File: src/hw/srbm_pkg.sv
// constants for the supervisor reset and battery monitor
package srbm_pkg;
    // clock
    localparam int unsigned CLK_PERIOD_NS     = 4;
    localparam int unsigned CLK_HZ            = 250_000_000;
    // request filter widths in ns
    localparam int unsigned REJECT_WIDTH_NS   = 50;
    localparam int unsigned MIN_REQUEST_PULSE_WIDTH_NS = 200;
    // accept threshold sits between reject and accept widths
    localparam int unsigned ACCEPT_THRESH_NS  = 100;
    localparam int unsigned ACCEPT_THRESH_CYC =
        (ACCEPT_THRESH_NS + CLK_PERIOD_NS - 1) / CLK_PERIOD_NS;
    // reset stretch after request release, in ms
    localparam int unsigned RELEASE_MIN_MS    = 40;
    localparam int unsigned RELEASE_MAX_MS    = 200;
    localparam int unsigned RESET_HOLD_MS     = 100;
    localparam int unsigned RESET_HOLD_CYC    = RESET_HOLD_MS * (CLK_HZ / 1000);
    // recovery window after supply return, in ms (at most 200)
    localparam int unsigned RECOVERY_WINDOW_MS  = 100;
    localparam int unsigned RECOVERY_WINDOW_CYC =
        RECOVERY_WINDOW_MS * (CLK_HZ / 1000);
    // periodic battery check interval, in hours
    localparam int unsigned CHECK_INTERVAL_H  = 24;
    localparam longint unsigned CHECK_INTERVAL_CYC =
        64'(CHECK_INTERVAL_H) * 64'd3600 * 64'(CLK_HZ);
    // counter widths
    localparam int unsigned FILT_W = 8;
    localparam int unsigned TMR_W  = 32;
    localparam int unsigned PER_W  = 48;
endpackage : srbm_pkg

File: src/hw/srbm_sync.sv
// two-flop synchroniser for one pin
`timescale 1ns/1ns
module srbm_sync
    import srbm_pkg::*;
#(
    parameter logic RESET_VAL = 1'b1
) (
    input  wire logic ref_clk,  // clock
    input  wire logic rst_b,    // sync reset, low
    input  wire logic async_in, // pin level
    output logic      sync_out  // synchronised level
);
    logic meta_q;
    logic meta_d;
    logic sync_d;

    // next values
    always_comb begin
        meta_d = async_in;
        sync_d = meta_q;
    end

    // two stages
    always_ff @(posedge ref_clk) begin
        if (!rst_b) begin
            meta_q   <= RESET_VAL;
            sync_out <= RESET_VAL;
        end else begin
            meta_q   <= meta_d;
            sync_out <= sync_d;
        end
    end
endmodule : srbm_sync

File: src/hw/srbm_timer.sv
// loadable down counter with running flag
`timescale 1ns/1ns
module srbm_timer
    import srbm_pkg::*;
#(
    parameter int unsigned WIDTH = TMR_W
) (
    input  wire logic             ref_clk, // clock
    input  wire logic             rst_b,   // sync reset, low
    input  wire logic             load,    // restart count
    input  wire logic [WIDTH-1:0] count,   // cycles to run
    output logic                  running  // high while counting
);
    logic [WIDTH-1:0] cnt_q;
    logic [WIDTH-1:0] cnt_d;

    // next count
    always_comb begin
        cnt_d = cnt_q;
        if (load) begin
            cnt_d = count;
        end else if (cnt_q != '0) begin
            cnt_d = cnt_q - WIDTH'(1);
        end
    end

    // counter register
    always_ff @(posedge ref_clk) begin
        if (!rst_b) begin
            cnt_q <= '0;
        end else begin
            cnt_q <= cnt_d;
        end
    end

    assign running = (cnt_q != '0) || load;
endmodule : srbm_timer

File: src/hw/srbm_top.sv
// supervisor: reset stretch, battery checks, power-fail flag
`timescale 1ns/1ns
module srbm_top
    import srbm_pkg::*;
#(
    parameter int unsigned HOLD_CYC = RESET_HOLD_CYC,          // reset stretch
    parameter int unsigned REC_CYC  = RECOVERY_WINDOW_CYC,     // recovery
    parameter longint unsigned PERIOD_CYC = CHECK_INTERVAL_CYC // check period
) (
    input  wire logic ref_clk,             // 250 MHz clock
    input  wire logic rst_b,               // sync reset, low
    input  wire logic ext_reset_request_n, // reset request pin
    input  wire logic supply_ok,           // supply above deselect_threshold
    input  wire logic battery_good,        // battery compare above 2.5 V
    input  wire logic power_fail_sense_in, // sense above sense_threshold
    output logic      reset_out_n,         // reset to host, low active
    output logic      battery_low_n_o,     // battery low pin output level
    output logic      battery_low_n_oe,    // battery low pin drive enable
    output logic      power_fail_flag_n,   // power-fail flag, low active
    output logic      check_strobe         // battery sample taken, pulse
);
    typedef enum logic [1:0] {
        SRBM_OFF,
        SRBM_RECOVER,
        SRBM_RUN
    } srbm_state_e;

    logic req_s;
    logic sup_s;
    logic bat_s;
    logic sense_s;

    // pin synchronisers
    srbm_sync #(.RESET_VAL(1'b1)) u_sync_req (
        .ref_clk  (ref_clk),
        .rst_b    (rst_b),
        .async_in (ext_reset_request_n),
        .sync_out (req_s)
    );
    srbm_sync #(.RESET_VAL(1'b0)) u_sync_sup (
        .ref_clk  (ref_clk),
        .rst_b    (rst_b),
        .async_in (supply_ok),
        .sync_out (sup_s)
    );
    srbm_sync #(.RESET_VAL(1'b1)) u_sync_bat (
        .ref_clk  (ref_clk),
        .rst_b    (rst_b),
        .async_in (battery_good),
        .sync_out (bat_s)
    );
    srbm_sync #(.RESET_VAL(1'b0)) u_sync_sns (
        .ref_clk  (ref_clk),
        .rst_b    (rst_b),
        .async_in (power_fail_sense_in),
        .sync_out (sense_s)
    );

    srbm_state_e         state_q;
    srbm_state_e         state_d;
    logic [FILT_W-1:0]   filt_q;
    logic [FILT_W-1:0]   filt_d;
    logic                req_hit_q;
    logic                req_hit_d;
    logic [PER_W-1:0]    per_q;
    logic [PER_W-1:0]    per_d;
    logic                bl_q;
    logic                bl_d;
    logic                rst_n_q;
    logic                rst_n_d;
    logic                pf_q;
    logic                pf_d;
    logic                chk_q;
    logic                chk_d;
    logic                hold_load;
    logic                hold_run;
    logic                rec_load;
    logic                rec_run;

    // stretch timer after request release
    srbm_timer #(.WIDTH(TMR_W)) u_hold (
        .ref_clk (ref_clk),
        .rst_b   (rst_b),
        .load    (hold_load),
        .count   (TMR_W'(HOLD_CYC)),
        .running (hold_run)
    );
    // recovery window after supply return
    srbm_timer #(.WIDTH(TMR_W)) u_rec (
        .ref_clk (ref_clk),
        .rst_b   (rst_b),
        .load    (rec_load),
        .count   (TMR_W'(REC_CYC)),
        .running (rec_run)
    );

    // request filter: count low cycles, accept past threshold
    always_comb begin
        filt_d    = filt_q;
        req_hit_d = req_hit_q;
        hold_load = 1'b0;
        if (!req_s && sup_s) begin
            if (filt_q != FILT_W'(ACCEPT_THRESH_CYC)) begin
                filt_d = filt_q + FILT_W'(1);
            end else begin
                req_hit_d = 1'b1;
            end
        end else begin
            filt_d = '0;
            if (req_hit_q) begin
                req_hit_d = 1'b0;
                hold_load = sup_s;
            end
        end
    end

    // supply state and recovery window
    always_comb begin
        state_d  = state_q;
        rec_load = 1'b0;
        unique case (state_q)
            SRBM_OFF: begin
                if (sup_s) begin
                    state_d  = SRBM_RECOVER;
                    rec_load = 1'b1;
                end
            end
            SRBM_RECOVER: begin
                if (!sup_s) begin
                    state_d = SRBM_OFF;
                end else if (!rec_run) begin
                    state_d = SRBM_RUN;
                end
            end
            SRBM_RUN: begin
                if (!sup_s) begin
                    state_d = SRBM_OFF;
                end
            end
        endcase
    end

    // battery checks at power-up and periodically
    always_comb begin
        per_d = per_q;
        bl_d  = bl_q;
        chk_d = 1'b0;
        if (state_q != SRBM_RUN) begin
            per_d = '0;
        end else if (per_q == '0 || per_q == PER_W'(PERIOD_CYC)) begin
            chk_d = 1'b1;
            bl_d  = !bat_s;
            per_d = PER_W'(1);
        end else begin
            per_d = per_q + PER_W'(1);
        end
    end

    // reset output and power-fail flag
    always_comb begin
        rst_n_d = !(state_q != SRBM_RUN || req_hit_q || hold_run
                    || hold_load);
        pf_d    = 1'b0;
        unique case (state_q)
            SRBM_OFF:     pf_d = 1'b0;
            SRBM_RECOVER: pf_d = 1'b1;
            SRBM_RUN:     pf_d = sense_s;
        endcase
    end

    // registers
    always_ff @(posedge ref_clk) begin
        if (!rst_b) begin
            state_q   <= SRBM_OFF;
            filt_q    <= '0;
            req_hit_q <= 1'b0;
            per_q     <= '0;
            bl_q      <= 1'b0;
            rst_n_q   <= 1'b0;
            pf_q      <= 1'b0;
            chk_q     <= 1'b0;
        end else begin
            state_q   <= state_d;
            filt_q    <= filt_d;
            req_hit_q <= req_hit_d;
            per_q     <= per_d;
            bl_q      <= bl_d;
            rst_n_q   <= rst_n_d;
            pf_q      <= pf_d;
            chk_q     <= chk_d;
        end
    end

    assign reset_out_n       = rst_n_q;
    assign battery_low_n_o   = 1'b0;
    assign battery_low_n_oe  = bl_q;
    assign power_fail_flag_n = pf_q;
    assign check_strobe      = chk_q;

    logic [TMR_W-1:0]    since_q;
    logic [TMR_W-1:0]    since_d;

    // assertion helper: cycles since the last hold load, saturating
    always_comb begin
        since_d = since_q;
        if (hold_load) begin
            since_d = TMR_W'(1);
        end else if (since_q != '1) begin
            since_d = since_q + TMR_W'(1);
        end
    end

    // helper register, starts saturated so power-up releases pass
    always_ff @(posedge ref_clk) begin
        if (!rst_b) begin
            since_q <= '1;
        end else begin
            since_q <= since_d;
        end
    end

    // flag assertions
    a_flag_backup_low: assert property (
        @(posedge ref_clk) disable iff (!rst_b)
        (state_q == SRBM_OFF) |=> !power_fail_flag_n)
        else $error("flag not low in backup");
    a_flag_recover_hi: assert property (
        @(posedge ref_clk) disable iff (!rst_b)
        (state_q == SRBM_RECOVER) |=> power_fail_flag_n)
        else $error("flag not high in recovery");
    a_flag_tracks: assert property (
        @(posedge ref_clk) disable iff (!rst_b)
        (state_q == SRBM_RUN) |=> (power_fail_flag_n == $past(sense_s)))
        else $error("flag does not track sense");

    // reset assertions
    a_reset_in_recover: assert property (
        @(posedge ref_clk) disable iff (!rst_b)
        (state_q != SRBM_RUN) |=> !reset_out_n)
        else $error("reset released before recovery end");
    a_short_pulse_ign: assert property (
        @(posedge ref_clk) disable iff (!rst_b)
        (state_q == SRBM_RUN && sup_s && !hold_run && !req_hit_q && req_s
         && $past(req_s) && $past(req_s, 2)) ##1 (!req_s && sup_s)
        ##1 (req_s && sup_s) |=> ##1 reset_out_n)
        else $error("short request pulse gave reset");
    a_long_pulse_rst: assert property (
        @(posedge ref_clk) disable iff (!rst_b)
        (!req_s && sup_s)[*8] ##1 (!req_s && sup_s && filt_q ==
         FILT_W'(ACCEPT_THRESH_CYC)) |=> ##1 !reset_out_n)
        else $error("long request gave no reset");
    a_hold_after_rel: assert property (
        @(posedge ref_clk) disable iff (!rst_b)
        hold_load |=> !reset_out_n [*8])
        else $error("reset not held after release");
    a_hold_min_len: assert property (
        @(posedge ref_clk) disable iff (!rst_b)
        $rose(reset_out_n) |-> (since_q >= TMR_W'(HOLD_CYC)))
        else $error("reset released too soon after request");

    // battery assertions
    a_bl_opendrain: assert property (
        @(posedge ref_clk) disable iff (!rst_b)
        battery_low_n_oe |-> !battery_low_n_o)
        else $error("battery low drives high");
    a_bl_sticky: assert property (
        @(posedge ref_clk) disable iff (!rst_b)
        (!chk_d && $past(rst_b)) |=> (bl_q == $past(bl_q)))
        else $error("battery low changed without check");
    a_no_check_off: assert property (
        @(posedge ref_clk) disable iff (!rst_b)
        (state_q != SRBM_RUN) |=> !check_strobe)
        else $error("check outside nominal supply");
    a_check_result: assert property (
        @(posedge ref_clk) disable iff (!rst_b)
        chk_d |=> (battery_low_n_oe == $past(!bat_s)))
        else $error("check result not applied");
    a_strobe_single: assert property (
        @(posedge ref_clk) disable iff (!rst_b)
        check_strobe |=> !check_strobe)
        else $error("check strobe longer than one cycle");

    c_ext_reset: cover property (@(posedge ref_clk) disable iff (!rst_b)
        hold_load ##1 hold_run);
    c_power_up: cover property (@(posedge ref_clk) disable iff (!rst_b)
        state_q == SRBM_RECOVER ##1 state_q == SRBM_RUN);
    c_bat_low: cover property (@(posedge ref_clk) disable iff (!rst_b)
        $rose(battery_low_n_oe));
    c_pf_low: cover property (@(posedge ref_clk) disable iff (!rst_b)
        state_q == SRBM_RUN && $fell(power_fail_flag_n));
    c_short_glitch: cover property (@(posedge ref_clk) disable iff (!rst_b)
        req_s ##1 !req_s ##1 req_s);
endmodule : srbm_top

File: config.mk
export PLATFORM = sky130hd
export DESIGN_NAME = srbm_top
export DESIGN_NICKNAME = d
export VERILOG_FILES = /design/src/hw/srbm_pkg.sv /design/src/hw/srbm_sync.sv /design/src/hw/srbm_timer.sv /design/src/hw/srbm_top.sv
export SDC_FILE = /design/constraint.sdc
export NUM_CORES = 1
export LEC_CHECK = 0
export BUFFER_PORTS_ARGS = -buffer_cell sky130_fd_sc_hd__buf_2
export CAP_MARGIN = 20
export CORE_MARGIN = 1.5
export CORE_UTILIZATION = 49
export CTS_BUF_LIST = sky130_fd_sc_hd__clkbuf_8
export DETAILED_ROUTE_END_ITERATION = 12
export SETUP_SLACK_MARGIN = 0.5
export SYNTH_ARGS = -nofsm -noshare
export SYNTH_HDL_FRONTEND = slang
export SYNTH_SLANG_ARGS = --single-unit
export TNS_END_PERCENT = 100
File: constraint.sdc
create_clock -name ref_clk -period 2.9 [get_ports ref_clk]
set_input_delay 0.145 -clock ref_clk [delete_from_list [all_inputs] [get_ports ref_clk]]
set_output_delay 0.145 -clock ref_clk [all_outputs]
set_load 0.02 [all_outputs]
==> results of run 1 <==
-- routing by layer --
| metal | global-route usage, % | vias to the layer above |
|---|---|---|
| li1 | - | 2856 |
| met1 | 29.7 | 2728 |
| met2 | 34.1 | 107 |
| met3 | 5.75 | 16 |
| met4 | 7.59 | 0 |
| met5 | 0 | - |
-- power breakdown --
group          switching [mW]  internal, mW
clock network           0.699         0.723
registers               0.399          2.22
logic                    2.42          1.58
total                    3.52          4.53
-- layout by cell type (no fill, tap or decap), types with 6 or more instances in the layout --
master and instances:
sky130_fd_sc_hd__o21ai_0 15, sky130_fd_sc_hd__or2_2 6, sky130_fd_sc_hd__nor3_1 14, sky130_fd_sc_hd__nand2_1 37, sky130_fd_sc_hd__dfxtp_1 135, sky130_fd_sc_hd__buf_4 15
sky130_fd_sc_hd__inv_1 24, sky130_fd_sc_hd__a31oi_1 16, sky130_fd_sc_hd__nand3_1 34, sky130_fd_sc_hd__ha_1 11, sky130_fd_sc_hd__a21oi_1 54, sky130_fd_sc_hd__nor2_1 93
sky130_fd_sc_hd__o31ai_1 10, sky130_fd_sc_hd__clkbuf_8 20, sky130_fd_sc_hd__xnor2_1 43, sky130_fd_sc_hd__xor2_1 31, sky130_fd_sc_hd__nor4_1 30, sky130_fd_sc_hd__or3_1 23
sky130_fd_sc_hd__and4_1 7, sky130_fd_sc_hd__and2_1 9, sky130_fd_sc_hd__a211oi_1 9, sky130_fd_sc_hd__nand4_1 32, sky130_fd_sc_hd__or4_1 15, sky130_fd_sc_hd__buf_2 9
sky130_fd_sc_hd__and3_1 12
-- flip-flops by register name, indices dropped and copies added (netlist names) --
register / flops
u_sync_req.sync_out: 1
u_sync_sup.meta_q: 1
u_sync_sns.sync_out: 1
per_q: 48
state_q: 2
filt_q: 8
u_sync_bat.sync_out: 1
check_strobe: 1
u_sync_sup.sync_out: 1
u_sync_sns.meta_q: 1
u_sync_bat.meta_q: 1
power_fail_flag_n: 1
u_rec.cnt_q: 32
reset_out_n: 1
u_sync_req.meta_q: 1
battery_low_n_oe: 1
req_hit_q: 1
u_hold.cnt_q: 32
-- worst max-delay path, cell delays in order, from the launching register on --
cell,delay [ns]
sky130_fd_sc_hd__dfxtp_1,0.36
sky130_fd_sc_hd__nor4_1,0.53
sky130_fd_sc_hd__and4_4,0.47
sky130_fd_sc_hd__o211ai_4,0.16
sky130_fd_sc_hd__or4_2,0.57
sky130_fd_sc_hd__a21oi_1,0.15
-- area by class of cell --
| class | instances | area, um2 | share of cell area (%) |
|---|---|---|---|
| multi-input combinational | 577 | 3750 | 51.2 |
| sequential | 135 | 2700 | 36.9 |
| clock buffer | 20 | 275 | 3.76 |
| tap | 176 | 220 | 3.01 |
| timing repair buffer | 29 | 213 | 2.90 |
| clock inverter | 10 | 82.6 | 1.13 |
| inverter | 22 | 82.6 | 1.13 |
-- cells by family (layout without fill, tap and decap cells) --
logic type               Yosys count  count (layout)  share of synthesized area [%]
AO/OA/AOI/OAI                    138             138                           13.4
adder cells (fa/ha/maj)           11              11                           2.06
flip-flops                       135             135                           40.4
other                              1               1                         0.0561
buffers and inverters             54              81                           3.85
AND/OR/NAND/NOR                  351             351                           30.2
multiplexers                       2               2                          0.318
XOR/XNOR                          74              74                           9.69
-- worst max-delay path by stage --
stage                         startpoint              end  cells past startpoint  slack (ns)
after CTS                      per_q[40]        per_q[37]                      6        0.50
final                     u_rec.cnt_q[7]  u_rec.cnt_q[17]                      5        0.58
after floorplan           u_rec.cnt_q[0]  u_rec.cnt_q[21]                      8        0.76
after global placement    u_rec.cnt_q[0]       state_q[1]                      7        0.56
after global routing      u_rec.cnt_q[7]  u_rec.cnt_q[17]                      5        0.40
after detailed placement  u_rec.cnt_q[0]       state_q[1]                      7        0.54
-- metrics by stage --
| stage | hold WS (ns) | total power [mW] | cells | utilization (%) |
|---|---|---|---|---|
| detailed placement | 0.335 | 6.46 | 931 | 51.7 |
| global route | 0.0163 | 8.67 | 969 | 55.1 |
| floorplan | 0.246 | 5.69 | 766 | - |
| finish | 0.0290 | 8.04 | 969 | 55.1 |
| global placement | 0.329 | 6.38 | 931 | 51.7 |
| CTS | 0.00420 | 7.93 | 965 | 54.6 |
-- synthesized netlist by cell type, types with 11 or more instances --
master | instances | area share [%]
sky130_fd_sc_hd__nand4_1 | 32 | 3.0
sky130_fd_sc_hd__xnor2_1 | 43 | 5.6
sky130_fd_sc_hd__nand2_1 | 37 | 2.1
sky130_fd_sc_hd__a31oi_1 | 16 | 1.5
sky130_fd_sc_hd__and3_1 | 12 | 1.1
sky130_fd_sc_hd__nor4_1 | 31 | 2.9
sky130_fd_sc_hd__ha_1 | 11 | 2.1
sky130_fd_sc_hd__or3_1 | 23 | 2.2
sky130_fd_sc_hd__o21ai_0 | 15 | 1.1
sky130_fd_sc_hd__nor3_1 | 14 | 1.0
sky130_fd_sc_hd__dfxtp_1 | 135 | 40
sky130_fd_sc_hd__inv_1 | 22 | 1.2
sky130_fd_sc_hd__nor2_1 | 93 | 5.2
sky130_fd_sc_hd__a21oi_1 | 54 | 4.0
sky130_fd_sc_hd__nand3_1 | 34 | 2.5
sky130_fd_sc_hd__or4_1 | 15 | 1.7
sky130_fd_sc_hd__clkbuf_1 | 14 | 0.79
sky130_fd_sc_hd__xor2_1 | 31 | 4.1
-- what timing repair did --
| item | 4_1_cts | 5_1_grt |
|---|---|---|
| endpoints found under the hold margin | 4 | 0 |
| gates resized for setup | 0 | 8 |
| setup endpoints to repair | 0 | 70 |
| setup buffers | 0 | 4 |
| hold buffers | 4 | 0 |
==> flow_results.xml, run 1 <==
<?xml version="1.0" encoding="UTF-8"?>
<metrics>
  <group name="sta">
    <metric name="rsz0062_at_grt" unit="">yes</metric>
    <metric name="finalCritPeriodShare" unit="%">80.0</metric>
    <metric name="timing.clock.skew" unit="ns">0.0160</metric>
    <metric name="max_fclk" unit="GHz">0.431</metric>
    <metric name="timing.final.ws_setup" unit="ns">0.580</metric>
    <metric name="worst_slew_pin_tran" unit="ns">0.812</metric>
    <metric name="maxSlewHeadroom" unit="%">45.4</metric>
    <metric name="setup_violations" unit="">0</metric>
    <metric name="hold_viol_final" unit="">0</metric>
    <metric name="drv_slew" unit="">0</metric>
    <metric name="setup_tns" unit="ns">0</metric>
    <metric name="period_needed" unit="ns">2.32</metric>
  </group>
  <group name="setup_path">
    <metric name="worstSetupEndpointType" unit="">flip-flop</metric>
    <metric name="worst_r2r_endpoint" unit="">u_rec.cnt_q[17]</metric>
    <metric name="regToRegStartpoint" unit="">u_rec.cnt_q[7]</metric>
    <metric name="ff2ff_setup_slack" unit="ns">0.58</metric>
    <metric name="cp_data_required_time" unit="ns">3.27</metric>
    <metric name="timing.critical_path.arrival" unit="ns">2.69</metric>
    <metric name="critPathLaunchType" unit="">flip-flop</metric>
    <metric name="crit_path_max_fanout" unit="">16</metric>
    <metric name="critical_path_start_end_classification" unit="">flip-flop to flip-flop</metric>
    <metric name="worstRegToRegCells" unit="">5</metric>
  </group>
  <group name="yosys">
    <metric name="synth-seq-cells" unit="">135</metric>
    <metric name="synth-edff-count" unit="">0</metric>
    <metric name="async_reset_ff_share" unit="%">0</metric>
    <metric name="yosysWarnings" unit="">0</metric>
    <metric name="synth-main-ff-cell" unit="">sky130_fd_sc_hd__dfxtp_1</metric>
    <metric name="syn_avg_cell_area" unit="um2">8.73</metric>
    <metric name="netlist_instances" unit="">766</metric>
    <metric name="synth_area" unit="um2">6690</metric>
    <metric name="synth_cell_types" unit="">68</metric>
    <metric name="synth_seq_area_share" unit="%">40.4</metric>
    <metric name="synthesis.nets" unit="">783</metric>
  </group>
  <group name="detailed_routing">
    <metric name="wl_met3" unit="um">552</metric>
    <metric name="drc" unit="">0</metric>
    <metric name="routedWlPerCell" unit="um">15.5</metric>
    <metric name="drt-pass1-iter-count" unit="">5</metric>
    <metric name="first_iter_violations" unit="">438</metric>
    <metric name="detail-route-antenna-nets" unit="">0</metric>
    <metric name="top_layer" unit="">met4</metric>
    <metric name="vias" unit="">5707</metric>
    <metric name="wirelength" unit="mm">15.0</metric>
    <metric name="wl_met1" unit="mm">7.46</metric>
    <metric name="routed_via_density" unit="">5.89</metric>
    <metric name="wl_met2" unit="mm">6.78</metric>
  </group>
  <group name="floorplanning">
    <metric name="core_region_area" unit="um2">13300</metric>
    <metric name="boundaryPins" unit="">11</metric>
    <metric name="placementRows" unit="">42</metric>
    <metric name="die_x" unit="um">120</metric>
    <metric name="die-height" unit="um">120</metric>
    <metric name="initial_core_util" unit="%">50.3</metric>
    <metric name="fp.dieArea" unit="um2">14400</metric>
  </group>
  <group name="clocking">
    <metric name="clk_pin_slew_worst_paths" unit="ns">0.07</metric>
    <metric name="cts_inserted_buffers" unit="">17</metric>
    <metric name="clock_path_buffers" unit="">2</metric>
    <metric name="tritoncts" unit="">done</metric>
    <metric name="clk-insertion-delay-late" unit="ns">0.45</metric>
    <metric name="clock-root-buffer" unit="">sky130_fd_sc_hd__clkbuf_8</metric>
    <metric name="cts-htree-levels" unit="">4</metric>
    <metric name="clkSinkCount" unit="">135</metric>
  </group>
  <group name="power_and_ir_drop">
    <metric name="max-vdd-ir-drop" unit="mV">0.826</metric>
    <metric name="power_density" unit="nW/um2">1100</metric>
    <metric name="static-leakage-power" unit="nW">2.48</metric>
  </group>
  <group name="layout">
    <metric name="finish.net_count" unit="">799</metric>
    <metric name="n_fill_cell" unit="">1239</metric>
    <metric name="n_antenna_cell" unit="">0</metric>
    <metric name="post-route-cell-area" unit="um2">7320</metric>
    <metric name="drive_gt1_share" unit="%">11.7</metric>
    <metric name="layout-area-overhead-vs-synth" unit="%">9.52</metric>
  </group>
  <group name="status">
    <metric name="status" unit="">finished, final reports clean</metric>
  </group>
  <group name="grt">
    <metric name="grt_pass1_vias" unit="">5279</metric>
    <metric name="track_usage" unit="%">22.0</metric>
    <metric name="antenna_found_initial" unit="">0</metric>
    <metric name="grt_first_pass_wirelength" unit="mm">25.5</metric>
    <metric name="grt_max_degree" unit="">48</metric>
    <metric name="grt-ovfl-total" unit="">0</metric>
  </group>
  <group name="job">
    <metric name="max-cap-violations" unit="">0</metric>
  </group>
  <group name="place">
    <metric name="finalWeightedCongestion" unit="">0.844</metric>
    <metric name="place_ws" unit="ns">0.535</metric>
    <metric name="dp.final_hpwl" unit="mm">10.3</metric>
    <metric name="place.port_buffers" unit="">9</metric>
    <metric name="dpl_cell_area" unit="um2">6870</metric>
  </group>
  <group name="min_path">
    <metric name="hold_path_startpoint" unit="">rst_b</metric>
    <metric name="min_to" unit="">u_sync_req.sync_out</metric>
    <metric name="min_delay_worst_type" unit="">input port to flip-flop</metric>
    <metric name="timing.hold.worst_path_depth" unit="">2</metric>
  </group>
</metrics>
Note: power is estimated with default switching activity, not from simulation.
==> inputs of run 2 (changes only) <==
==> constraint.sdc (replaced) <==
create_clock -name ref_clk -period 2.35 [get_ports ref_clk]
set_input_delay 0.1175 -clock ref_clk [delete_from_list [all_inputs] [get_ports ref_clk]]
set_output_delay 0.1175 -clock ref_clk [all_outputs]
set_load 0.02 [all_outputs]
==> flow_results.xml, run 2 (synthesized netlist as in run 1, its figures left out) <==
<?xml version="1.0" encoding="UTF-8"?>
<metrics>
  <group name="sta">
    <metric name="hold_slack" unit="ns">0.379</metric>
    <metric name="timing.clock.skew" unit="ns">0.0159</metric>
    <metric name="maxSlewHeadroom" unit="%">53.3</metric>
    <metric name="timing.final.ws_setup" unit="ns">0.157</metric>
    <metric name="finalCritPeriodShare" unit="%">93.3</metric>
    <metric name="worst_slew_pin_tran" unit="ns">0.694</metric>
    <metric name="drv_slew" unit="">0</metric>
    <metric name="setup_tns" unit="ns">0</metric>
    <metric name="max_fclk" unit="GHz">0.456</metric>
    <metric name="setup_violations" unit="">0</metric>
    <metric name="hold_viol_final" unit="">0</metric>
    <metric name="rsz0062_at_grt" unit="">yes</metric>
    <metric name="period_needed" unit="ns">2.19</metric>
  </group>
  <group name="layout">
    <metric name="layout_commonest_cell" unit="">sky130_fd_sc_hd__dfxtp_1</metric>
    <metric name="layout-area-overhead-vs-synth" unit="%">40.8</metric>
    <metric name="largest_register" unit="">per_q</metric>
    <metric name="finish.net_count" unit="">896</metric>
    <metric name="largest_register_ffs" unit="">48</metric>
    <metric name="mostFrequentLayoutCells" unit="">sky130_fd_sc_hd__dfxtp_1 (98), sky130_fd_sc_hd__buf_4 (77), sky130_fd_sc_hd__nor2_1 (50)</metric>
    <metric name="reg.largest.list" unit="">per_q: 48 flops, u_hold.cnt_q: 32 flops, u_rec.cnt_q: 32 flops</metric>
    <metric name="drive_gt1_share" unit="%">41.3</metric>
    <metric name="post-route-cell-area" unit="um2">9420</metric>
    <metric name="n_antenna_cell" unit="">0</metric>
  </group>
  <group name="min_path">
    <metric name="timing.hold.worst_path_depth" unit="">3</metric>
    <metric name="hold_path_startpoint" unit="">battery_good</metric>
    <metric name="min_to" unit="">u_sync_bat.meta_q</metric>
    <metric name="min_delay_worst_type" unit="">input port to flip-flop</metric>
  </group>
  <group name="setup_path">
    <metric name="crit_path_max_fanout" unit="">7</metric>
    <metric name="timing.critical_path.arrival" unit="ns">2.54</metric>
    <metric name="ff2ff_setup_slack" unit="ns">0.16</metric>
    <metric name="critPathLaunchType" unit="">flip-flop</metric>
    <metric name="worstSetupEndpointType" unit="">flip-flop</metric>
    <metric name="cp_data_required_time" unit="ns">2.69</metric>
    <metric name="critical_path_start_end_classification" unit="">flip-flop to flip-flop</metric>
    <metric name="worstRegToRegCells" unit="">7</metric>
    <metric name="worst_r2r_endpoint" unit="">u_rec.cnt_q[13]</metric>
    <metric name="regToRegStartpoint" unit="">u_rec.cnt_q[0]</metric>
  </group>
  <group name="clocking">
    <metric name="cts-htree-levels" unit="">4</metric>
    <metric name="clock_path_buffers" unit="">2</metric>
    <metric name="clock-root-buffer" unit="">sky130_fd_sc_hd__clkbuf_8</metric>
    <metric name="tritoncts" unit="">done</metric>
    <metric name="clk-insertion-delay-late" unit="ns">0.46</metric>
    <metric name="cts_inserted_buffers" unit="">17</metric>
    <metric name="clk_pin_slew_worst_paths" unit="ns">0.08</metric>
    <metric name="clkSinkCount" unit="">135</metric>
  </group>
  <group name="floorplanning">
    <metric name="placementRows" unit="">42</metric>
    <metric name="die-height" unit="um">120</metric>
    <metric name="core_region_area" unit="um2">13300</metric>
    <metric name="fp.dieArea" unit="um2">14400</metric>
    <metric name="initial_core_util" unit="%">50.3</metric>
    <metric name="boundaryPins" unit="">11</metric>
    <metric name="die_x" unit="um">120</metric>
  </group>
  <group name="power_and_ir_drop">
    <metric name="net-switching-power" unit="mW">6.53</metric>
    <metric name="power_density" unit="nW/um2">1580</metric>
    <metric name="max-vdd-ir-drop" unit="mV">0.976</metric>
    <metric name="pwr-share-comb" unit="%">63.2</metric>
    <metric name="seq_power_share" unit="%">22.5</metric>
    <metric name="clockPowerShare" unit="%">14.3</metric>
    <metric name="netSwitchingFraction" unit="%">43.9</metric>
    <metric name="internal_power" unit="mW">8.35</metric>
    <metric name="static-leakage-power" unit="nW">3.25</metric>
  </group>
  <group name="detailed_routing">
    <metric name="first_iter_violations" unit="">486</metric>
    <metric name="routed_via_density" unit="">5.94</metric>
    <metric name="vias" unit="">6342</metric>
    <metric name="drt-pass1-iter-count" unit="">6</metric>
    <metric name="drc" unit="">0</metric>
    <metric name="routedWlPerCell" unit="um">17.9</metric>
    <metric name="wirelength" unit="mm">19.1</metric>
    <metric name="detail-route-antenna-nets" unit="">0</metric>
  </group>
  <group name="place">
    <metric name="dpl_cell_area" unit="um2">7190</metric>
    <metric name="dp.final_hpwl" unit="mm">10.9</metric>
    <metric name="finalWeightedCongestion" unit="">0.806</metric>
    <metric name="place_ws" unit="ns">0.124</metric>
    <metric name="place.port_buffers" unit="">9</metric>
  </group>
  <group name="grt">
    <metric name="track_usage" unit="%">26.3</metric>
    <metric name="grt_first_pass_wirelength" unit="mm">30.2</metric>
    <metric name="grt-ovfl-total" unit="">0</metric>
    <metric name="grt_max_degree" unit="">19</metric>
    <metric name="antenna_found_initial" unit="">0</metric>
    <metric name="grt_pass1_vias" unit="">6193</metric>
  </group>
  <group name="job">
    <metric name="max-cap-violations" unit="">0</metric>
  </group>
  <group name="status">
    <metric name="status" unit="">finished, final reports clean</metric>
  </group>
</metrics>
## run 2: layout make-up
class                           count  area, um2
Clock buffer                       18        248
Tap cell                          176        220
Sequential cell                   135       2800
Multi-Input combinational cell    577       4650
Clock inverter                     14        184
Fill cell                         995       3880
Timing Repair Buffer              126       1230
Inverter                           22       82.6
## run 2: worst max-delay path by stage
stage	start	end	slack [ns]
2_1_floorplan	u_rec.cnt_q[27]	u_rec.cnt_q[21]	0.27
3_3_place_gp	u_rec.cnt_q[12]	u_rec.cnt_q[13]	0.18
3_5_place_dp	u_rec.cnt_q[12]	u_rec.cnt_q[26]	0.12
4_1_cts	u_rec.cnt_q[27]	u_rec.cnt_q[13]	0.21
5_1_grt	u_rec.cnt_q[0]	u_rec.cnt_q[13]	0.1
6_report	u_rec.cnt_q[0]	u_rec.cnt_q[13]	0.16
## run 2: critical path, cell delays in order (launching register included)
cell	delay, ns
sky130_fd_sc_hd__dfxtp_4	0.35
sky130_fd_sc_hd__inv_2	0.06
sky130_fd_sc_hd__ha_2	0.15
sky130_fd_sc_hd__or4b_4	0.48
sky130_fd_sc_hd__or4_4	0.51
sky130_fd_sc_hd__o211ai_4	0.29
sky130_fd_sc_hd__or3_2	0.17
sky130_fd_sc_hd__a31oi_1	0.07
## run 2: layer usage
layer / GRT usage [%] / share of wire [%]
met1: 35.4 / 45
met2: 42.5 / 49
met3: 5.61 / 4.6
met4: 8.04 / 1.5
met5: 0 / 0
## run 2: timing repair
action                                  4_1_cts  5_1_grt
hold buffers                                  4        1
hold endpoints to repair                      4        2
setup buffers                                40       29
endpoints found under the setup margin      115      117
cloned                                        7        1
resized for setup                           151       98
pin swaps                                    76       55
## run 2: power groups by stage
stage | logic, mW | registers [mW] | clock network (mW)
after floorplan | 4.39 | 3.18 | 0
after global placement | 5.45 | 3.27 | 0
after detailed placement | 5.54 | 3.29 | 0
after CTS | 7.80 | 3.28 | 2.13
after global routing | 10.0 | 3.42 | 2.26
final | 9.41 | 3.35 | 2.12
## run 2: stage by stage
stage	total power [mW]	utilization (%)	instances
finish	14.9	70.8	1068
global route	15.7	70.8	1068
CTS	13.2	65.7	1037
detailed placement	8.83	54.1	954
global placement	8.72	54.1	954
floorplan	7.57	-	766
